### src/hw/cpu_exec_pkg.sv
// Constants, types and op codes shared by the bit/flag/io execution unit.
// Assumes a decoder that hands over one pre-decoded op per issue handshake.
//
// Function
// - io read copies io location to register, io write the reverse; one cycle.
// - push writes register to stack in two cycles, flags untouched.
// - pop reads stack into register in two cycles, flags untouched.
// - exchange swaps register with byte at Z; load-or writes register OR byte.
// - load-clearbits loads byte, writes byte AND complement of register; three cycles.
// - load-xor loads byte, writes byte XOR register; three cycles, no flags.
// - left shifts put bit7 in carry, fill 0 or carry; update Z,C,N,V,H.
// - right shifts put bit0 in carry; bit7 zero, carry or kept; update Z,C,N,V.
// - generic and dedicated opcodes set or clear one status flag in one cycle.
// - signed-test flag has its own set and clear opcodes, single cycle.
// - half-carry and transfer flags have own set and clear opcodes.
// - io bit-force-one sets one selected bit of io register, one cycle.
// - io bit-force-zero clears one selected bit of io register, one cycle.
// - selected register bit copied into transfer flag only, one cycle.
// - transfer flag copied into selected register bit, one cycle.
// - watchdog restart issues in one cycle and requests watchdog unit.
// - sleep hands request to sleep control in one cycle; nop one cycle.
// - break decodes in one cycle and signals debug logic.
// - memory cycle counts hold for internal memory; external may stall longer.
// - marked data reads from internal SRAM take one extra cycle.

package cpu_exec_pkg;

  // ----------------------------------------------------------------
  // Register map
  // ----------------------------------------------------------------
  localparam logic [7:0]  CTRL_OFF   = 8'h00;
  localparam logic [7:0]  SP_OFF     = 8'h04;
  localparam logic [7:0]  FLAGS_OFF  = 8'h08;
  localparam logic [7:0]  STATE_OFF  = 8'h0c;
  localparam int unsigned CTRL_EN_BIT = 0;
  localparam logic        CTRL_EN_RST = 1'b1;
  localparam logic [15:0] SP_RST      = 16'h0fff;
  localparam logic [7:0]  FLAGS_RST   = 8'h00;

  // ----------------------------------------------------------------
  // Status flag positions
  // ----------------------------------------------------------------
  localparam logic [2:0] FLAG_C = 3'h0;
  localparam logic [2:0] FLAG_Z = 3'h1;
  localparam logic [2:0] FLAG_N = 3'h2;
  localparam logic [2:0] FLAG_V = 3'h3;
  localparam logic [2:0] FLAG_S = 3'h4;
  localparam logic [2:0] FLAG_H = 3'h5;
  localparam logic [2:0] FLAG_T = 3'h6;
  localparam logic [2:0] FLAG_I = 3'h7;

  // ----------------------------------------------------------------
  // Pre-decoded ops
  // ----------------------------------------------------------------
  typedef enum logic [5:0] {
    op_nop = 6'h00, op_io_read = 6'h01, op_io_write = 6'h02,
    op_push = 6'h03, op_pop = 6'h04,
    op_ram_exchange_op = 6'h05, op_ram_load_or_op = 6'h06,
    op_ram_load_clearbits_op = 6'h07, op_ram_load_xor_op = 6'h08,
    op_shift_left_logical = 6'h09, op_shift_right_logical = 6'h0a,
    op_carry_rotate_left = 6'h0b, op_carry_rotate_right = 6'h0c,
    op_shift_right_signed = 6'h0d,
    op_flag_select_set = 6'h0e, op_flag_select_clear = 6'h0f,
    op_io_bit_force_one = 6'h10, op_io_bit_force_zero = 6'h11,
    op_reg_bit_to_tflag = 6'h12, op_tflag_to_reg_bit = 6'h13,
    op_carry_flag_on = 6'h14, op_carry_flag_off = 6'h15,
    op_negative_flag_on = 6'h16, op_negative_flag_off = 6'h17,
    op_zero_flag_on = 6'h18, op_zero_flag_off = 6'h19,
    op_global_irq_on = 6'h1a, op_global_irq_off = 6'h1b,
    op_signed_flag_on = 6'h1c, op_signed_flag_off = 6'h1d,
    op_overflow_flag_on = 6'h1e, op_overflow_flag_off = 6'h1f,
    op_transfer_flag_on = 6'h20, op_transfer_flag_off = 6'h21,
    op_half_carry_on = 6'h22, op_half_carry_off = 6'h23,
    op_sleep = 6'h24, op_break = 6'h25, op_watchdog_restart_op = 6'h26
  } op_t;

  typedef enum logic [1:0] {
    ST_IDLE  = 2'b00,
    ST_READ  = 2'b01,
    ST_WRITE = 2'b10,
    ST_EXTRA = 2'b11
  } state_t;

  // ----------------------------------------------------------------
  // Carriers
  // ----------------------------------------------------------------
  typedef struct packed {
    op_t        op;
    logic [4:0] reg_idx;
    logic [5:0] io_addr;
    logic [2:0] bit_sel;
    logic       sram_extra;
  } issue_t;

  typedef struct packed {
    logic       req;
    logic       we;
    logic       lock;
    logic [15:0] addr;
    logic [7:0] wdata;
  } dmem_req_t;

  typedef struct packed {
    logic       we;
    logic [5:0] addr;
    logic [7:0] data;
  } io_wr_t;

  typedef struct packed {
    logic       we;
    logic [4:0] addr;
    logic [7:0] data;
  } rf_wr_t;

  typedef struct packed {
    op_t        op;
    logic [4:0] reg_idx;
    logic [7:0] temp;
    logic [7:0] mem_byte;
    logic       extra;
  } hold_t;

endpackage

### src/hw/cpu_io_bit_flag_exec.sv
// Execution unit for io moves, stack, atomic RAM ops, shifts, bit/flag ops and
// control ops, with a classic Wishbone slave for control and observation.
// Assumes combinational register-file and io reads, and a data memory that
// answers each request with dmem_ack_i, at the earliest in the same cycle.
`timescale 1ns/1ps

module cpu_io_bit_flag_exec #(
  parameter int unsigned          WB_ADR_W      = 8,
  parameter logic [15:0]          INT_SRAM_LAST = 16'h3fff
) (
  input  wire logic                    clk_i,
  input  wire logic                    rst_i,
  // Issue from decode
  input  wire logic                    issue_valid_i,
  input  wire cpu_exec_pkg::issue_t    issue_i,
  output logic                         issue_ready_o,
  output logic                         done_o,
  // Register file
  output logic [4:0]                   rf_raddr_o,
  input  wire logic [7:0]              rf_rdata_i,
  output cpu_exec_pkg::rf_wr_t         rf_wr_o,
  // Io space
  output logic [5:0]                   io_raddr_o,
  input  wire logic [7:0]              io_rdata_i,
  output cpu_exec_pkg::io_wr_t         io_wr_o,
  // Data memory and stack
  input  wire logic [15:0]             z_ptr_i,
  output cpu_exec_pkg::dmem_req_t      dmem_o,
  input  wire logic                    dmem_ack_i,
  input  wire logic [7:0]              dmem_rdata_i,
  // Status flags and control requests
  output logic [7:0]                   status_flags_o,
  output logic                         sleep_req_o,
  output logic                         break_req_o,
  output logic                         wdt_restart_o,
  // Wishbone slave
  input  wire logic                    wb_cyc_i,
  input  wire logic                    wb_stb_i,
  input  wire logic                    wb_we_i,
  input  wire logic [WB_ADR_W-1:0]     wb_adr_i,
  input  wire logic [3:0]              wb_sel_i,
  input  wire logic [31:0]             wb_dat_i,
  output logic [31:0]                  wb_dat_o,
  output logic                         wb_ack_o
);

  // ----------------------------------------------------------------
  // Elaboration checks
  // ----------------------------------------------------------------
  if (WB_ADR_W < 4 || WB_ADR_W > 16) begin : g_bad_adr
    $error("WB_ADR_W must lie between 4 and 16");
  end

  // ----------------------------------------------------------------
  // State
  // ----------------------------------------------------------------
  cpu_exec_pkg::state_t    state_q, state_d;
  cpu_exec_pkg::hold_t     hold_q, hold_d;
  cpu_exec_pkg::dmem_req_t dmem_q, dmem_d;
  cpu_exec_pkg::io_wr_t    io_q, io_d;
  cpu_exec_pkg::rf_wr_t    rf_q, rf_d;
  logic [15:0]             sp_q, sp_d;
  logic [7:0]              flags_q, flags_d;
  logic                    done_q, done_d;
  logic                    sleep_q, sleep_d;
  logic                    brk_q, brk_d;
  logic                    wdt_q, wdt_d;
  logic                    en_q;
  logic                    ack_q;
  logic [31:0]             rdat_q;

  // ----------------------------------------------------------------
  // Issue handshake and operand routing
  // ----------------------------------------------------------------
  // A write in flight may retire in the same cycle a new op is taken
  wire write_retiring = (state_q == cpu_exec_pkg::ST_WRITE) & dmem_ack_i;
  wire slot_free      = (state_q == cpu_exec_pkg::ST_IDLE) | write_retiring;
  wire issue_fire     = issue_valid_i & issue_ready_o;
  wire [7:0] bit_mask = 8'h01 << issue_i.bit_sel;
  wire [7:0] reg_val  = rf_rdata_i;
  wire [7:0] io_val   = io_rdata_i;

  assign issue_ready_o = en_q & slot_free;
  assign rf_raddr_o    = issue_i.reg_idx;
  assign io_raddr_o    = issue_i.io_addr;

  // ----------------------------------------------------------------
  // Memory read completion
  // ----------------------------------------------------------------
  // Internal SRAM reads flagged by decode get one more cycle
  wire addr_internal = dmem_q.addr <= INT_SRAM_LAST;
  wire need_extra    = hold_q.extra & addr_internal;
  wire read_ack      = (state_q == cpu_exec_pkg::ST_READ) & dmem_ack_i;
  wire read_finish   = (read_ack & ~need_extra) | (state_q == cpu_exec_pkg::ST_EXTRA);
  wire [7:0] mem_val = (state_q == cpu_exec_pkg::ST_EXTRA) ? hold_q.mem_byte : dmem_rdata_i;

  // Write-back value of the atomic ops, from old register and old byte
  logic [7:0] rmw_val;
  always_comb begin
    unique case (hold_q.op)
      cpu_exec_pkg::op_ram_exchange_op:       rmw_val = hold_q.temp;
      cpu_exec_pkg::op_ram_load_or_op:        rmw_val = hold_q.temp | mem_val;
      cpu_exec_pkg::op_ram_load_clearbits_op: rmw_val = ~hold_q.temp & mem_val;
      cpu_exec_pkg::op_ram_load_xor_op:       rmw_val = hold_q.temp ^ mem_val;
      default:                                rmw_val = mem_val;
    endcase
  end

  // ----------------------------------------------------------------
  // Shifter
  // ----------------------------------------------------------------
  logic [7:0] sh_res;
  logic       sh_c;
  logic       sh_left;
  always_comb begin
    sh_left = 1'b0;
    sh_c    = reg_val[0];
    unique case (issue_i.op)
      cpu_exec_pkg::op_shift_left_logical: begin
        sh_res  = {reg_val[6:0], 1'b0};
        sh_c    = reg_val[7];
        sh_left = 1'b1;
      end
      cpu_exec_pkg::op_carry_rotate_left: begin
        sh_res  = {reg_val[6:0], flags_q[cpu_exec_pkg::FLAG_C]};
        sh_c    = reg_val[7];
        sh_left = 1'b1;
      end
      cpu_exec_pkg::op_shift_right_logical: sh_res = {1'b0, reg_val[7:1]};
      cpu_exec_pkg::op_carry_rotate_right:
        sh_res = {flags_q[cpu_exec_pkg::FLAG_C], reg_val[7:1]};
      default: sh_res = {reg_val[7], reg_val[7:1]};
    endcase
  end

  // ----------------------------------------------------------------
  // Dedicated flag opcodes mapped onto a flag index and value
  // ----------------------------------------------------------------
  logic       ded_hit;
  logic       ded_val;
  logic [2:0] ded_idx;
  always_comb begin
    ded_hit = 1'b1;
    ded_val = 1'b1;
    ded_idx = cpu_exec_pkg::FLAG_C;
    unique case (issue_i.op)
      cpu_exec_pkg::op_carry_flag_on:     ded_idx = cpu_exec_pkg::FLAG_C;
      cpu_exec_pkg::op_carry_flag_off:    begin ded_idx = cpu_exec_pkg::FLAG_C; ded_val = 1'b0; end
      cpu_exec_pkg::op_negative_flag_on:  ded_idx = cpu_exec_pkg::FLAG_N;
      cpu_exec_pkg::op_negative_flag_off: begin ded_idx = cpu_exec_pkg::FLAG_N; ded_val = 1'b0; end
      cpu_exec_pkg::op_zero_flag_on:      ded_idx = cpu_exec_pkg::FLAG_Z;
      cpu_exec_pkg::op_zero_flag_off:     begin ded_idx = cpu_exec_pkg::FLAG_Z; ded_val = 1'b0; end
      cpu_exec_pkg::op_global_irq_on:     ded_idx = cpu_exec_pkg::FLAG_I;
      cpu_exec_pkg::op_global_irq_off:    begin ded_idx = cpu_exec_pkg::FLAG_I; ded_val = 1'b0; end
      cpu_exec_pkg::op_signed_flag_on:    ded_idx = cpu_exec_pkg::FLAG_S;
      cpu_exec_pkg::op_signed_flag_off:   begin ded_idx = cpu_exec_pkg::FLAG_S; ded_val = 1'b0; end
      cpu_exec_pkg::op_overflow_flag_on:  ded_idx = cpu_exec_pkg::FLAG_V;
      cpu_exec_pkg::op_overflow_flag_off: begin ded_idx = cpu_exec_pkg::FLAG_V; ded_val = 1'b0; end
      cpu_exec_pkg::op_transfer_flag_on:  ded_idx = cpu_exec_pkg::FLAG_T;
      cpu_exec_pkg::op_transfer_flag_off: begin ded_idx = cpu_exec_pkg::FLAG_T; ded_val = 1'b0; end
      cpu_exec_pkg::op_half_carry_on:     ded_idx = cpu_exec_pkg::FLAG_H;
      cpu_exec_pkg::op_half_carry_off:    begin ded_idx = cpu_exec_pkg::FLAG_H; ded_val = 1'b0; end
      default:                            ded_hit = 1'b0;
    endcase
  end

  // ----------------------------------------------------------------
  // Sequencer: finish outstanding memory work, then take a new op
  // ----------------------------------------------------------------
  always_comb begin
    state_d = state_q;
    hold_d  = hold_q;
    dmem_d  = dmem_q;
    sp_d    = sp_q;
    flags_d = flags_q;
    io_d    = '0;
    rf_d    = '0;
    done_d  = 1'b0;
    sleep_d = 1'b0;
    brk_d   = 1'b0;
    wdt_d   = 1'b0;
    // Stretch an internal read by one cycle, keeping the byte meanwhile
    if (read_ack && need_extra) begin
      hold_d.mem_byte = dmem_rdata_i;
      dmem_d.req      = 1'b0;
      state_d         = cpu_exec_pkg::ST_EXTRA;
    end
    if (read_finish) begin
      rf_d.we   = 1'b1;
      rf_d.addr = hold_q.reg_idx;
      rf_d.data = mem_val;
      if (hold_q.op == cpu_exec_pkg::op_pop) begin
        dmem_d.req = 1'b0;
        state_d    = cpu_exec_pkg::ST_IDLE;
        done_d     = 1'b1;
      end else begin
        // Lock stays up from the read through the write-back
        dmem_d.req   = 1'b1;
        dmem_d.we    = 1'b1;
        dmem_d.lock  = 1'b1;
        dmem_d.wdata = rmw_val;
        state_d      = cpu_exec_pkg::ST_WRITE;
      end
    end
    if (write_retiring) begin
      dmem_d  = '0;
      state_d = cpu_exec_pkg::ST_IDLE;
      done_d  = 1'b1;
    end
    if (issue_fire) begin
      hold_d.op      = issue_i.op;
      hold_d.reg_idx = issue_i.reg_idx;
      hold_d.temp    = reg_val;
      hold_d.extra   = issue_i.sram_extra;
      done_d         = 1'b1;
      if (ded_hit) begin
        flags_d[ded_idx] = ded_val;
      end
      unique case (issue_i.op)
        cpu_exec_pkg::op_io_read: begin
          rf_d = '{we: 1'b1, addr: issue_i.reg_idx, data: io_val};
        end
        cpu_exec_pkg::op_io_write: begin
          io_d = '{we: 1'b1, addr: issue_i.io_addr, data: reg_val};
        end
        cpu_exec_pkg::op_push: begin
          dmem_d  = '{req: 1'b1, we: 1'b1, lock: 1'b0, addr: sp_q, wdata: reg_val};
          sp_d    = sp_q - 16'h0001;
          state_d = cpu_exec_pkg::ST_WRITE;
          done_d  = 1'b0;
        end
        cpu_exec_pkg::op_pop: begin
          dmem_d  = '{req: 1'b1, we: 1'b0, lock: 1'b0, addr: sp_q + 16'h0001, wdata: 8'h00};
          sp_d    = sp_q + 16'h0001;
          state_d = cpu_exec_pkg::ST_READ;
          done_d  = 1'b0;
        end
        cpu_exec_pkg::op_ram_exchange_op, cpu_exec_pkg::op_ram_load_or_op,
        cpu_exec_pkg::op_ram_load_clearbits_op, cpu_exec_pkg::op_ram_load_xor_op: begin
          dmem_d  = '{req: 1'b1, we: 1'b0, lock: 1'b1, addr: z_ptr_i, wdata: 8'h00};
          state_d = cpu_exec_pkg::ST_READ;
          done_d  = 1'b0;
        end
        cpu_exec_pkg::op_shift_left_logical, cpu_exec_pkg::op_carry_rotate_left,
        cpu_exec_pkg::op_shift_right_logical, cpu_exec_pkg::op_carry_rotate_right,
        cpu_exec_pkg::op_shift_right_signed: begin
          rf_d = '{we: 1'b1, addr: issue_i.reg_idx, data: sh_res};
          flags_d[cpu_exec_pkg::FLAG_C] = sh_c;
          flags_d[cpu_exec_pkg::FLAG_Z] = (sh_res == 8'h00);
          flags_d[cpu_exec_pkg::FLAG_N] = sh_res[7];
          flags_d[cpu_exec_pkg::FLAG_V] = sh_res[7] ^ sh_c;
          if (sh_left) begin
            flags_d[cpu_exec_pkg::FLAG_H] = reg_val[3];
          end
        end
        cpu_exec_pkg::op_flag_select_set:   flags_d[issue_i.bit_sel] = 1'b1;
        cpu_exec_pkg::op_flag_select_clear: flags_d[issue_i.bit_sel] = 1'b0;
        cpu_exec_pkg::op_io_bit_force_one: begin
          io_d = '{we: 1'b1, addr: issue_i.io_addr, data: io_val | bit_mask};
        end
        cpu_exec_pkg::op_io_bit_force_zero: begin
          io_d = '{we: 1'b1, addr: issue_i.io_addr, data: io_val & ~bit_mask};
        end
        cpu_exec_pkg::op_reg_bit_to_tflag: begin
          flags_d[cpu_exec_pkg::FLAG_T] = reg_val[issue_i.bit_sel];
        end
        cpu_exec_pkg::op_tflag_to_reg_bit: begin
          rf_d.we   = 1'b1;
          rf_d.addr = issue_i.reg_idx;
          rf_d.data = flags_q[cpu_exec_pkg::FLAG_T] ? (reg_val | bit_mask) : (reg_val & ~bit_mask);
        end
        cpu_exec_pkg::op_sleep:               sleep_d = 1'b1;
        cpu_exec_pkg::op_break:               brk_d   = 1'b1;
        cpu_exec_pkg::op_watchdog_restart_op: wdt_d   = 1'b1;
        default: ;
      endcase
    end
  end

  // ----------------------------------------------------------------
  // Wishbone slave decode
  // ----------------------------------------------------------------
  // Writes land on the edge that the master samples ack, as it expects
  wire       bus_req  = wb_cyc_i & wb_stb_i;
  wire [7:0] bus_off  = 8'(wb_adr_i);
  wire       bus_wr   = bus_req & wb_we_i & ack_q;
  wire       wr_ctrl  = bus_wr & (bus_off == cpu_exec_pkg::CTRL_OFF) & wb_sel_i[0];
  wire       wr_sp_lo = bus_wr & (bus_off == cpu_exec_pkg::SP_OFF) & wb_sel_i[0];
  wire       wr_sp_hi = bus_wr & (bus_off == cpu_exec_pkg::SP_OFF) & wb_sel_i[1];
  wire [15:0] sp_bus  = {wr_sp_hi ? wb_dat_i[15:8] : sp_d[15:8], wr_sp_lo ? wb_dat_i[7:0] : sp_d[7:0]};
  wire [31:0] state_word = {26'h0, dmem_q.lock, dmem_q.req, 2'b00, state_q};

  // Read mux; unmapped words read as zero
  logic [31:0] rd_mux;
  always_comb begin
    unique case (bus_off)
      cpu_exec_pkg::CTRL_OFF:  rd_mux = {31'h0, en_q};
      cpu_exec_pkg::SP_OFF:    rd_mux = {16'h0, sp_q};
      cpu_exec_pkg::FLAGS_OFF: rd_mux = {24'h0, flags_q};
      cpu_exec_pkg::STATE_OFF: rd_mux = state_word;
      default:                 rd_mux = 32'h0;
    endcase
  end

  // ----------------------------------------------------------------
  // Registers
  // ----------------------------------------------------------------
  // Bus write to the stack pointer overrides a push or pop in the same cycle
  always_ff @(posedge clk_i) begin
    if (rst_i) begin
      state_q <= cpu_exec_pkg::ST_IDLE;
      hold_q  <= '0;
      dmem_q  <= '0;
      io_q    <= '0;
      rf_q    <= '0;
      sp_q    <= cpu_exec_pkg::SP_RST;
      flags_q <= cpu_exec_pkg::FLAGS_RST;
      done_q  <= 1'b0;
      sleep_q <= 1'b0;
      brk_q   <= 1'b0;
      wdt_q   <= 1'b0;
    end else begin
      state_q <= state_d;
      hold_q  <= hold_d;
      dmem_q  <= dmem_d;
      io_q    <= io_d;
      rf_q    <= rf_d;
      sp_q    <= sp_bus;
      flags_q <= flags_d;
      done_q  <= done_d;
      sleep_q <= sleep_d;
      brk_q   <= brk_d;
      wdt_q   <= wdt_d;
    end
  end

  // Bus slave flops
  always_ff @(posedge clk_i) begin
    if (rst_i) begin
      en_q   <= cpu_exec_pkg::CTRL_EN_RST;
      ack_q  <= 1'b0;
      rdat_q <= 32'h0;
    end else begin
      ack_q  <= bus_req & ~ack_q;
      rdat_q <= rd_mux;
      if (wr_ctrl) begin
        en_q <= wb_dat_i[cpu_exec_pkg::CTRL_EN_BIT];
      end
    end
  end

  // ----------------------------------------------------------------
  // Outputs
  // ----------------------------------------------------------------
  assign done_o         = done_q;
  assign rf_wr_o        = rf_q;
  assign io_wr_o        = io_q;
  assign dmem_o         = dmem_q;
  assign status_flags_o = flags_q;
  assign sleep_req_o    = sleep_q;
  assign break_req_o    = brk_q;
  assign wdt_restart_o  = wdt_q;
  assign wb_ack_o       = ack_q;
  assign wb_dat_o       = rdat_q;

endmodule

### config.mk
export PLATFORM = sky130hd
export DESIGN_NAME = cpu_io_bit_flag_exec
export DESIGN_NICKNAME = d
export VERILOG_FILES = /design/src/hw/cpu_exec_pkg.sv /design/src/hw/cpu_io_bit_flag_exec.sv
export SDC_FILE = /design/constraint.sdc
export NUM_CORES = 1
export LEC_CHECK = 0
export ABC_AREA = 1
export BUFFER_PORTS_ARGS = -buffer_cell sky130_fd_sc_hd__clkbuf_2
export CORE_ASPECT_RATIO = 0.6
export CORE_UTILIZATION = 45
export DETAILED_ROUTE_END_ITERATION = 10
export PLACE_DENSITY = 0.71
export SLEW_MARGIN = 20
export SYNTH_ARGS = -nofsm -noshare
export SYNTH_HDL_FRONTEND = slang
export SYNTH_SLANG_ARGS = --single-unit
### constraint.sdc
create_clock -name clk_i -period 3.75 [get_ports clk_i]
set_input_delay 1.125 -clock clk_i [delete_from_list [all_inputs] [get_ports clk_i]]
set_output_delay 1.125 -clock clk_i [all_outputs]
set_load 0.02 [all_outputs]
==> results of run 1 <==
metrics by stage:
stage,std cells,area [um^2]
6_report,1593,9390
5_1_grt,1593,9390
4_1_cts,1593,9390
3_5_place_dp,1561,8850
3_3_place_gp,1561,8850
2_1_floorplan,1194,7870
state kept, by name, summed over array words and instances (netlist names), 2 cells and up:
name	flops
sp_q	16
wb_dat_o	16
hold_q	28
status_flags_o	8
io_wr_o	15
dmem_o	27
state_q	2
rf_wr_o	14
synth_stat cells (2+ instances only):
cell type	number
a21o_1	4
a21oi_1	84
a221oi_1	5
a22oi_1	14
a31o_2	3
a31oi_1	4
buf_1	2
buf_2	7
buf_4	29
buf_6	2
clkbuf_1	29
clkinv_1	2
dfxtp_1	132
ha_1	18
inv_1	135
inv_2	8
nand2_1	235
nand2_2	2
nand2_4	2
nand3_1	82
nand4_1	15
nor2_1	122
nor2_2	7
nor2_4	4
nor3_1	26
o211ai_1	25
o21ai_0	123
o21ai_1	7
o221ai_1	4
o22ai_1	9
o31ai_1	2
or2_2	11
xor2_1	8
cell type report:
| cell class | count | area [um^2] | area share |
|---|---|---|---|
| multi-input cells | 847 | 4290 | 0.457 |
| inverters | 146 | 551 | 0.0586 |
| well taps | 228 | 285 | 0.0304 |
| clock buffers | 19 | 433 | 0.0461 |
| repair buffers | 208 | 1090 | 0.116 |
| clock inverters | 13 | 101 | 0.0108 |
| flip-flops and latches | 132 | 2640 | 0.281 |
power groups by stage:
| stage | sequential (mW) | clock [mW] | combinational, mW |
|---|---|---|---|
| floorplan | 1.50 | 0 | 0.285 |
| finish | 1.46 | 1.55 | 0.466 |
| detailed placement | 1.49 | 0 | 0.451 |
| global placement | 1.49 | 0 | 0.447 |
| global route | 1.47 | 1.62 | 0.508 |
| CTS | 1.46 | 1.56 | 0.454 |
worst paths after layout:
path	startpoint	endpoint	slack (ns)	cells after the start
worst min register to register	dmem_o[18]	dmem_o[18]	0.45	2
worst min-delay path	dmem_o[18]	dmem_o[18]	0.45	2
worst max register to register	state_q[1]	dmem_o[7]	1.26	12
worst max-delay path	dmem_ack_i	issue_ready_o	0.83	6
tightest hold or removal path: cells and delay by family, from the launching register on:
family / cells / cell delay [ns]
DFF: 1 / 0.31
and+or+nand+nor: 2 / 0.10
metal layers:
layer	global-route usage	routed length [um]
met5	0	0
met3	0.108	3740
met1	0.499	13400
met4	0.0721	405
met2	0.371	10000
cells by family after synthesis:
| kind of cell | count (synthesis) |
|---|---|
| xor gates and xnor gates | 9 |
| other | 1 |
| buffers and inverters | 215 |
| adders and majority gates | 18 |
| AOI/OAI and AO/OA | 291 |
| DFF | 132 |
| and+or+nand+nor | 513 |
==> reports/results.txt, run 1 <==
outcome: finished, final reports clean
fillers: 1663
Switching Fraction: 0.301
Seq pwr share: 0.421
Post-Syn Area: 7820 um^2
arrival time worst endpoint: 1.79 ns
Setup Total Neg Slack: 0 ns
Die ar.: 17900 um^2
DRC viols: 0
Crit path buffers/inverters: 4
fmax: 342 MHz
Critical Path Fanout Max: 4
CTS tree: done
Crit path max-delay family: buffers and inverters
Core Area: 16600 um^2
clock root buffer: clkbuf_16
Worst EP required: 2.62 ns
Cell Rows: 36
Resized Gates After CTS: 0
Syn-to-layout area delta: 20.1%
final total power: 3.48 mW
Leakage: 4.57 nW
Port Buf Inserts: 190
Synth cell types: 50
worst-margin pin slew: 0.807 ns
nets: 1482
CTS H-tree lvls: 4
main flop type after synthesis: dfxtp_1
WHS: 0.454 ns
first-pass GRT wire length: 42500 um
ANT nets after route: 0
CP Capture Type: output port
GRT Total Usage: 0.310
EDFF count, synth: 0
Yosys Warn Count: 0
RSZ-0062 raised after global routing: no
cts hold-fix bufs: 0
crit path time final: 2.92 ns
compound-gate portion of the synthesized area: 0.213
Int Power: 2.43 mW
WS Path Type: input port to output port
I/O pin cnt: 225
Worst Hold Class: flop to flop
Core Util, Final: 0.565
Pwr Density: 370 nW/um^2
vias per cell: 5.48
Synth Area in Adders: 0.0288
Initial Utilization: 0.470
Pre-antenna DRT Iters: 6
largest cells by area after synthesis: dfxtp_1 34%, nand2_1 11%, o21ai_0 7.9%
vias in the first global route: 7631
FF+latch count, synth: 132
Comb pwr share: 0.134
largest net degree at the start of global routing: 33
grt ovf: 0
pre-CTS setup slack: 0.659 ns
Synth Instances: 1179
crit-path max cell delay: 0.18 ns
die width: 172 um
Worst path slowest cell: inv_1
Final Hold Fails: 0
main combinational cell family by area after synthesis: simple AND/OR/NAND/NOR gates
antenna violations before repair: 0
Worst-Skew Late Latency: 0.43 ns
total vias in the final route: 8722
CTS Buffer Depth: 2
proportion of layout cells with a drive suffix above 1: 0.207
post-synth top area share: 0.338
Slew Limit Fails: 0
Clk network pwr share: 0.445
Ant. Diodes: 0
crit path cell chain: clkbuf_2 -> inv_1 -> nand2_1 -> nand2_1 -> inv_2 -> clkbuf_2
CTS sink count: 132
Worst slew margin: 0.462
maxcap violations: 0
CTS clk-pin slew, worst paths: 0.06 ns
DP Wirelength: 21300 um
most frequent cells in the layout: 235 x nand2_1, 190 x clkbuf_2, 135 x inv_1, 132 x dfxtp_1, 123 x o21ai_0
Routability Congestion: 0.994
Final Setup Violations: 0
synthesized area per cell: 6.63 um^2
post-synth top area cell: dfxtp_1
DRT iter0 DRCs: 1147
Num CTS Buffers: 17
wire length per cell: 17.4 um
ys async rst share: 0
sequential area share after synthesis: 0.338
Clock Skews: 0.0121 ns
Post-Synth XOR/XNOR Area: 0.0101
mux cell area share after synthesis: 0
most common cell after layout, fill and taps aside: nand2_1
crit share post-route: 0.779
critical path launch point type: input port
Simple-Gate Fraction of Synth Area: 0.290
postcts setup bufs: 0
WL final: 27600 um
Die H: 104 um
Psw: 1.05 mW
maximum vdd ir drop: 0.294 mV
final worst setup slack: 0.830 ns
No activity file was read; power rests on OpenSTA's default activity.
==> run 2: changes to the inputs <==
Settings changed: ABC_AREA 1 to 0.
Clock period 3.75 ns to 2.75 ns, I/O delays scaled along.
==> reports/results.txt, run 2 <==
FF+latch count, synth: 132
Ant. Diodes: 0
wire length per cell: 19.4 um
Initial Utilization: 0.470
Worst Hold Class: flop to flop
RSZ-0062 raised after global routing: no
crit share post-route: 0.972
largest net degree at the start of global routing: 37
postcts setup bufs: 0
largest cells by area after synthesis: dfxtp_1 34%, nand2_1 5.4%, nor2_1 4.2%
Yosys Warn Count: 0
Post-Syn Area: 7800 um^2
Die H: 104 um
Routability Congestion: 0.980
met3 Use GR: 0.114
DP Wirelength: 21300 um
top cells by count, synth: 132 x dfxtp_1, 113 x nand2_1, 88 x nor2_1
vias per cell: 5.80
Final Hold Fails: 0
Global Route met1 Usage: 0.504
post-synth top area share: 0.339
sequential area share after synthesis: 0.339
Resized Gates After CTS: 0
critical path launch point type: input port
CTS tree: done
synthesized area per cell: 8.05 um^2
worst-margin pin slew: 0.806 ns
CP Capture Type: flop
DRC viols: 0
grt ovf: 0
Pre-antenna DRT Iters: 5
Die ar.: 17900 um^2
ys async rst share: 0
total vias in the final route: 8324
Synth cell types: 80
vias in the first global route: 7437
maximum vdd ir drop: 0.409 mV
Cell Rows: 36
Worst EP required: 3.11 ns
Pwr Density: 500 nW/um^2
Port Buf Inserts: 190
DRT iter0 DRCs: 1048
outcome: finished, final reports clean
Leakage: 4.29 nW
maxcap violations: 0
fmax: 374 MHz
EDFF count, synth: 0
most common cell after layout, fill and taps aside: clkbuf_2
number of flip-flops in the largest register: 28
Slew Limit Fails: 0
arrival time worst endpoint: 3.04 ns
Core Util, Final: 0.605
Worst slew margin: 0.457
Final Setup Violations: 0
Worst-Skew Late Latency: 0.42 ns
proportion of layout cells with a drive suffix above 1: 0.312
CTS Buffer Depth: 2
final total power: 5.02 mW
WS Path Type: input port to flop
WL final: 27900 um
CTS H-tree lvls: 4
main flop type after synthesis: dfxtp_1
Biggest register: hold_q
antenna violations before repair: 0
GR Util met2: 0.378
Core Area: 16600 um^2
most frequent cells in the layout: 190 x clkbuf_2, 132 x dfxtp_1, 113 x nand2_1, 103 x buf_4, 88 x nor2_1
crit path time final: 2.67 ns
die width: 172 um
most instantiated library cell after synthesis: dfxtp_1
GRT Total Usage: 0.314
fillers: 1544
cts hold-fix bufs: 0
Syn-to-layout area delta: 28.6%
Clock Skews: 0.00896 ns
Synth Instances: 969
CTS clk-pin slew, worst paths: 0.06 ns
GRT Max-Usage Layer: met1
Num CTS Buffers: 17
ANT nets after route: 0
post-synth top area cell: dfxtp_1
first-pass GRT wire length: 42600 um
CTS sink count: 132
Critical Path Fanout Max: 7
clock root buffer: clkbuf_16
I/O pin cnt: 225
nets: 1324
==> run 2: cell count changes after synthesis, sizes merged, moves of 12 or more <==
cell	previous run	this run
a21oi	85	52
mux2	0	18
a22oi	14	38
nor2	134	89
and2	0	19
clkbuf	29	56
nand3	82	22
inv	144	28
a211oi	1	15
mux2i	0	31
o21ai	131	42
nor3	27	39
nand2	240	113
==> run 2: area by class of cell <==
| type | instances | area (um^2) | share of cell area |
|---|---|---|---|
| multi-input combinational | 717 | 4560 | 0.455 |
| sequential | 132 | 2640 | 0.264 |
| timing repair buffer | 298 | 1820 | 0.182 |
| clock buffer | 18 | 439 | 0.0438 |
| tap | 228 | 285 | 0.0284 |
| clock inverter | 14 | 169 | 0.0168 |
| inverter | 28 | 105 | 0.0105 |
==> run 2: per-layer routing <==
metal | vias to the layer above | routed length (um)
met5 | - | 0
met4 | 0 | 371
met3 | 40 | 3740
met2 | 528 | 10200
met1 | 3832 | 13600
li1 | 3924 | -
==> run 2: logic make-up after synthesis <==
logic type | share of synthesized area
simple gates | 0.241
mux | 0.0744
fa+ha+maj | 0.0289
compound gates | 0.220
flops | 0.339
buf+inv | 0.0839
other cells | 0.000481
xor+xnor | 0.0124
==> run 2: path summary, 6_finish.rpt <==
kind	cells past startpoint	end	from	slack [ns]
setup / recovery	9	dmem_o[23]	issue_i[16]	0.08
hold reg to reg	2	hold_q[21]	hold_q[21]	0.46
hold / removal	2	hold_q[21]	hold_q[21]	0.46
setup reg to reg	6	dmem_o[23]	sp_q[6]	0.28
==> run 2: power breakdown <==
group | internal, mW | total (mW) | switching [mW]
logic | 0.262 | 0.665 | 0.404
registers | 1.95 | 1.98 | 0.0370
clock network | 1.39 | 2.37 | 0.977
total | 3.60 | 5.02 | 1.42
==> run 2: metrics by stage <==
stage	cells	setup slack, ns	setup TNS [ns]	instance area [um^2]	hold slack [ns]
2_1_floorplan	984	0.156	0	7860	0.432
3_5_place_dp	1403	-0.184	-2.54	9420	0.442
5_1_grt	1435	0.0718	0	10000	0.471
4_1_cts	1435	0.220	0	10000	0.455
3_3_place_gp	1403	-0.181	-2.36	9420	0.437
6_report	1435	0.0757	0	10000	0.457
==> run 2: critical path, stage by stage <==
cell      delay, ns
clkbuf_2       0.15
or3_1          0.39
mux2_2         0.28
nor3_2         0.38
buf_4          0.22
o21ai_0        0.27
a21oi_1        0.27
buf_4          0.16
a21o_1         0.08
==> run 3: changes to the inputs <==
Clock period 2.75 ns to 3.1 ns, I/O delays scaled along.
==> reports/results.txt, run 3 (synthesis gave the netlist of run 2 again) <==
Num CTS Buffers: 17
Worst slew margin: 0.468
maxcap violations: 0
final total power: 4.36 mW
wire length per cell: 19.5 um
Cell Rows: 36
arrival time worst endpoint: 3.12 ns
Clock Skews: 0.0176 ns
die width: 172 um
Pwr Density: 450 nW/um^2
Syn-to-layout area delta: 24.1%
RSZ-0062 raised after global routing: no
most frequent cells in the layout: 190 x clkbuf_2, 132 x dfxtp_1, 113 x nand2_1, 88 x nor2_1, 59 x buf_4
postcts setup bufs: 0
Worst-Skew Late Latency: 0.43 ns
Ant. Diodes: 0
Setup Total Neg Slack: 0 ns
CTS Buffer Depth: 2
most common cell after layout, fill and taps aside: clkbuf_2
worst-margin pin slew: 0.789 ns
vias in the first global route: 7262
first-pass GRT wire length: 41500 um
DRC viols: 0
I/O pin cnt: 225
crit path time final: 2.81 ns
CTS H-tree lvls: 4
proportion of layout cells with a drive suffix above 1: 0.285
clock root buffer: clkbuf_16
vias per cell: 5.91
CP Capture Type: flop
fmax: 355 MHz
Die ar.: 17900 um^2
Die H: 104 um
Final Hold Fails: 0
Worst Setup SP: issue_i[19]
outcome: finished, final reports clean
CTS tree: done
WS Path Type: input port to flop
crit path cell chain: clkbuf_2 -> nand2b_1 -> nor3b_1 -> o311ai_1 -> or2_2 -> a2111oi_0 -> buf_4 -> a211oi_1
Critical Path Fanout Max: 9
DP Wirelength: 20500 um
crit-path max cell delay: 0.57 ns
Biggest register: hold_q
Worst EP required: 3.40 ns
startpoint of the worst hold path: wb_ack_o
largest net degree at the start of global routing: 34
Routability Congestion: 0.996
Worst path slowest cell: a2111oi_0
maximum vdd ir drop: 0.322 mV
CTS clk-pin slew, worst paths: 0.06 ns
Port Buf Inserts: 190
WL final: 27100 um
ANT nets after route: 0
number of flip-flops in the largest register: 28
Resized Gates After CTS: 0
GRT Total Usage: 0.305
Final Setup Violations: 0
grt ovf: 0
Leakage: 4.05 nW
CTS sink count: 132
Core Area: 16600 um^2
Worst Hold Class: flop to flop
nets: 1280
cts hold-fix bufs: 0
worst r2r src: state_q[0]
crit share post-route: 0.908
antenna violations before repair: 0
Pre-antenna DRT Iters: 6
Initial Utilization: 0.470
total vias in the final route: 8226
Slew Limit Fails: 0
critical path launch point type: input port
DRT iter0 DRCs: 1044
==> run 3: cell types whose count changed in the layout (fill, tap and decap cells not counted), sizes merged <==
| cell | change |
|---|---|
| buf | -44 |
| clkinvlp | +5 |
| inv | -4 |
| clkinv | -2 |
| clkbuf | +1 |
==> run 3: worst paths after layout <==
path,slack [ns],depth (start not counted),endpoint
setup reg to reg,0.60,7,dmem_o[3]
hold reg to reg,0.45,1,wb_ack_o
hold / removal,0.45,1,wb_ack_o
setup / recovery,0.29,8,rf_wr_o[7]
==> run 3: worst max-delay path, delay by kind of cell <==
family	cells	cell delay, ns
compound gates	3	0.84
simple gates	3	0.94
buf+inv	2	0.40
==> run 3: cell type report <==
type | count | area, um^2
Sequential cell | 132 | 2640
Inverter | 28 | 105
Clock buffer | 19 | 443
Tap cell | 228 | 285
Fill cell | 1543 | 6890
Multi-Input combinational cell | 717 | 4560
Timing Repair Buffer | 254 | 1490
Clock inverter | 13 | 149
==> run 3: report_power, final <==
group          switching [mW]  leakage (nW)  total (mW)  internal, mW
clock                   0.825         0.269        2.04          1.21
sequential             0.0340          1.07        1.76          1.73
combinational           0.349          2.71       0.557         0.208
==> run 3: through the flow <==
step	util	instances	instance area [um^2]	hold WS, ns	setup WS [ns]
detailed placement	0.548	1359	9090	0.440	-0.000150
global route	0.584	1391	9680	0.479	0.204
finish	0.584	1391	9680	0.450	0.287
CTS	0.584	1391	9680	0.455	0.411
floorplan	-	984	7860	0.432	0.401
global placement	0.548	1359	9090	0.439	-0.0359
==> run 3: routing by layer <==
metal | GRT usage | wire, um | vias to the layer above | share of wire
li1 | - | - | 3838 | -
met1 | 0.484 | 13000 | 3832 | 0.48
met2 | 0.377 | 10100 | 528 | 0.37
met3 | 0.108 | 3690 | 28 | 0.14
met4 | 0.0613 | 290 | 0 | 0.011
met5 | 0 | 0 | - | 0
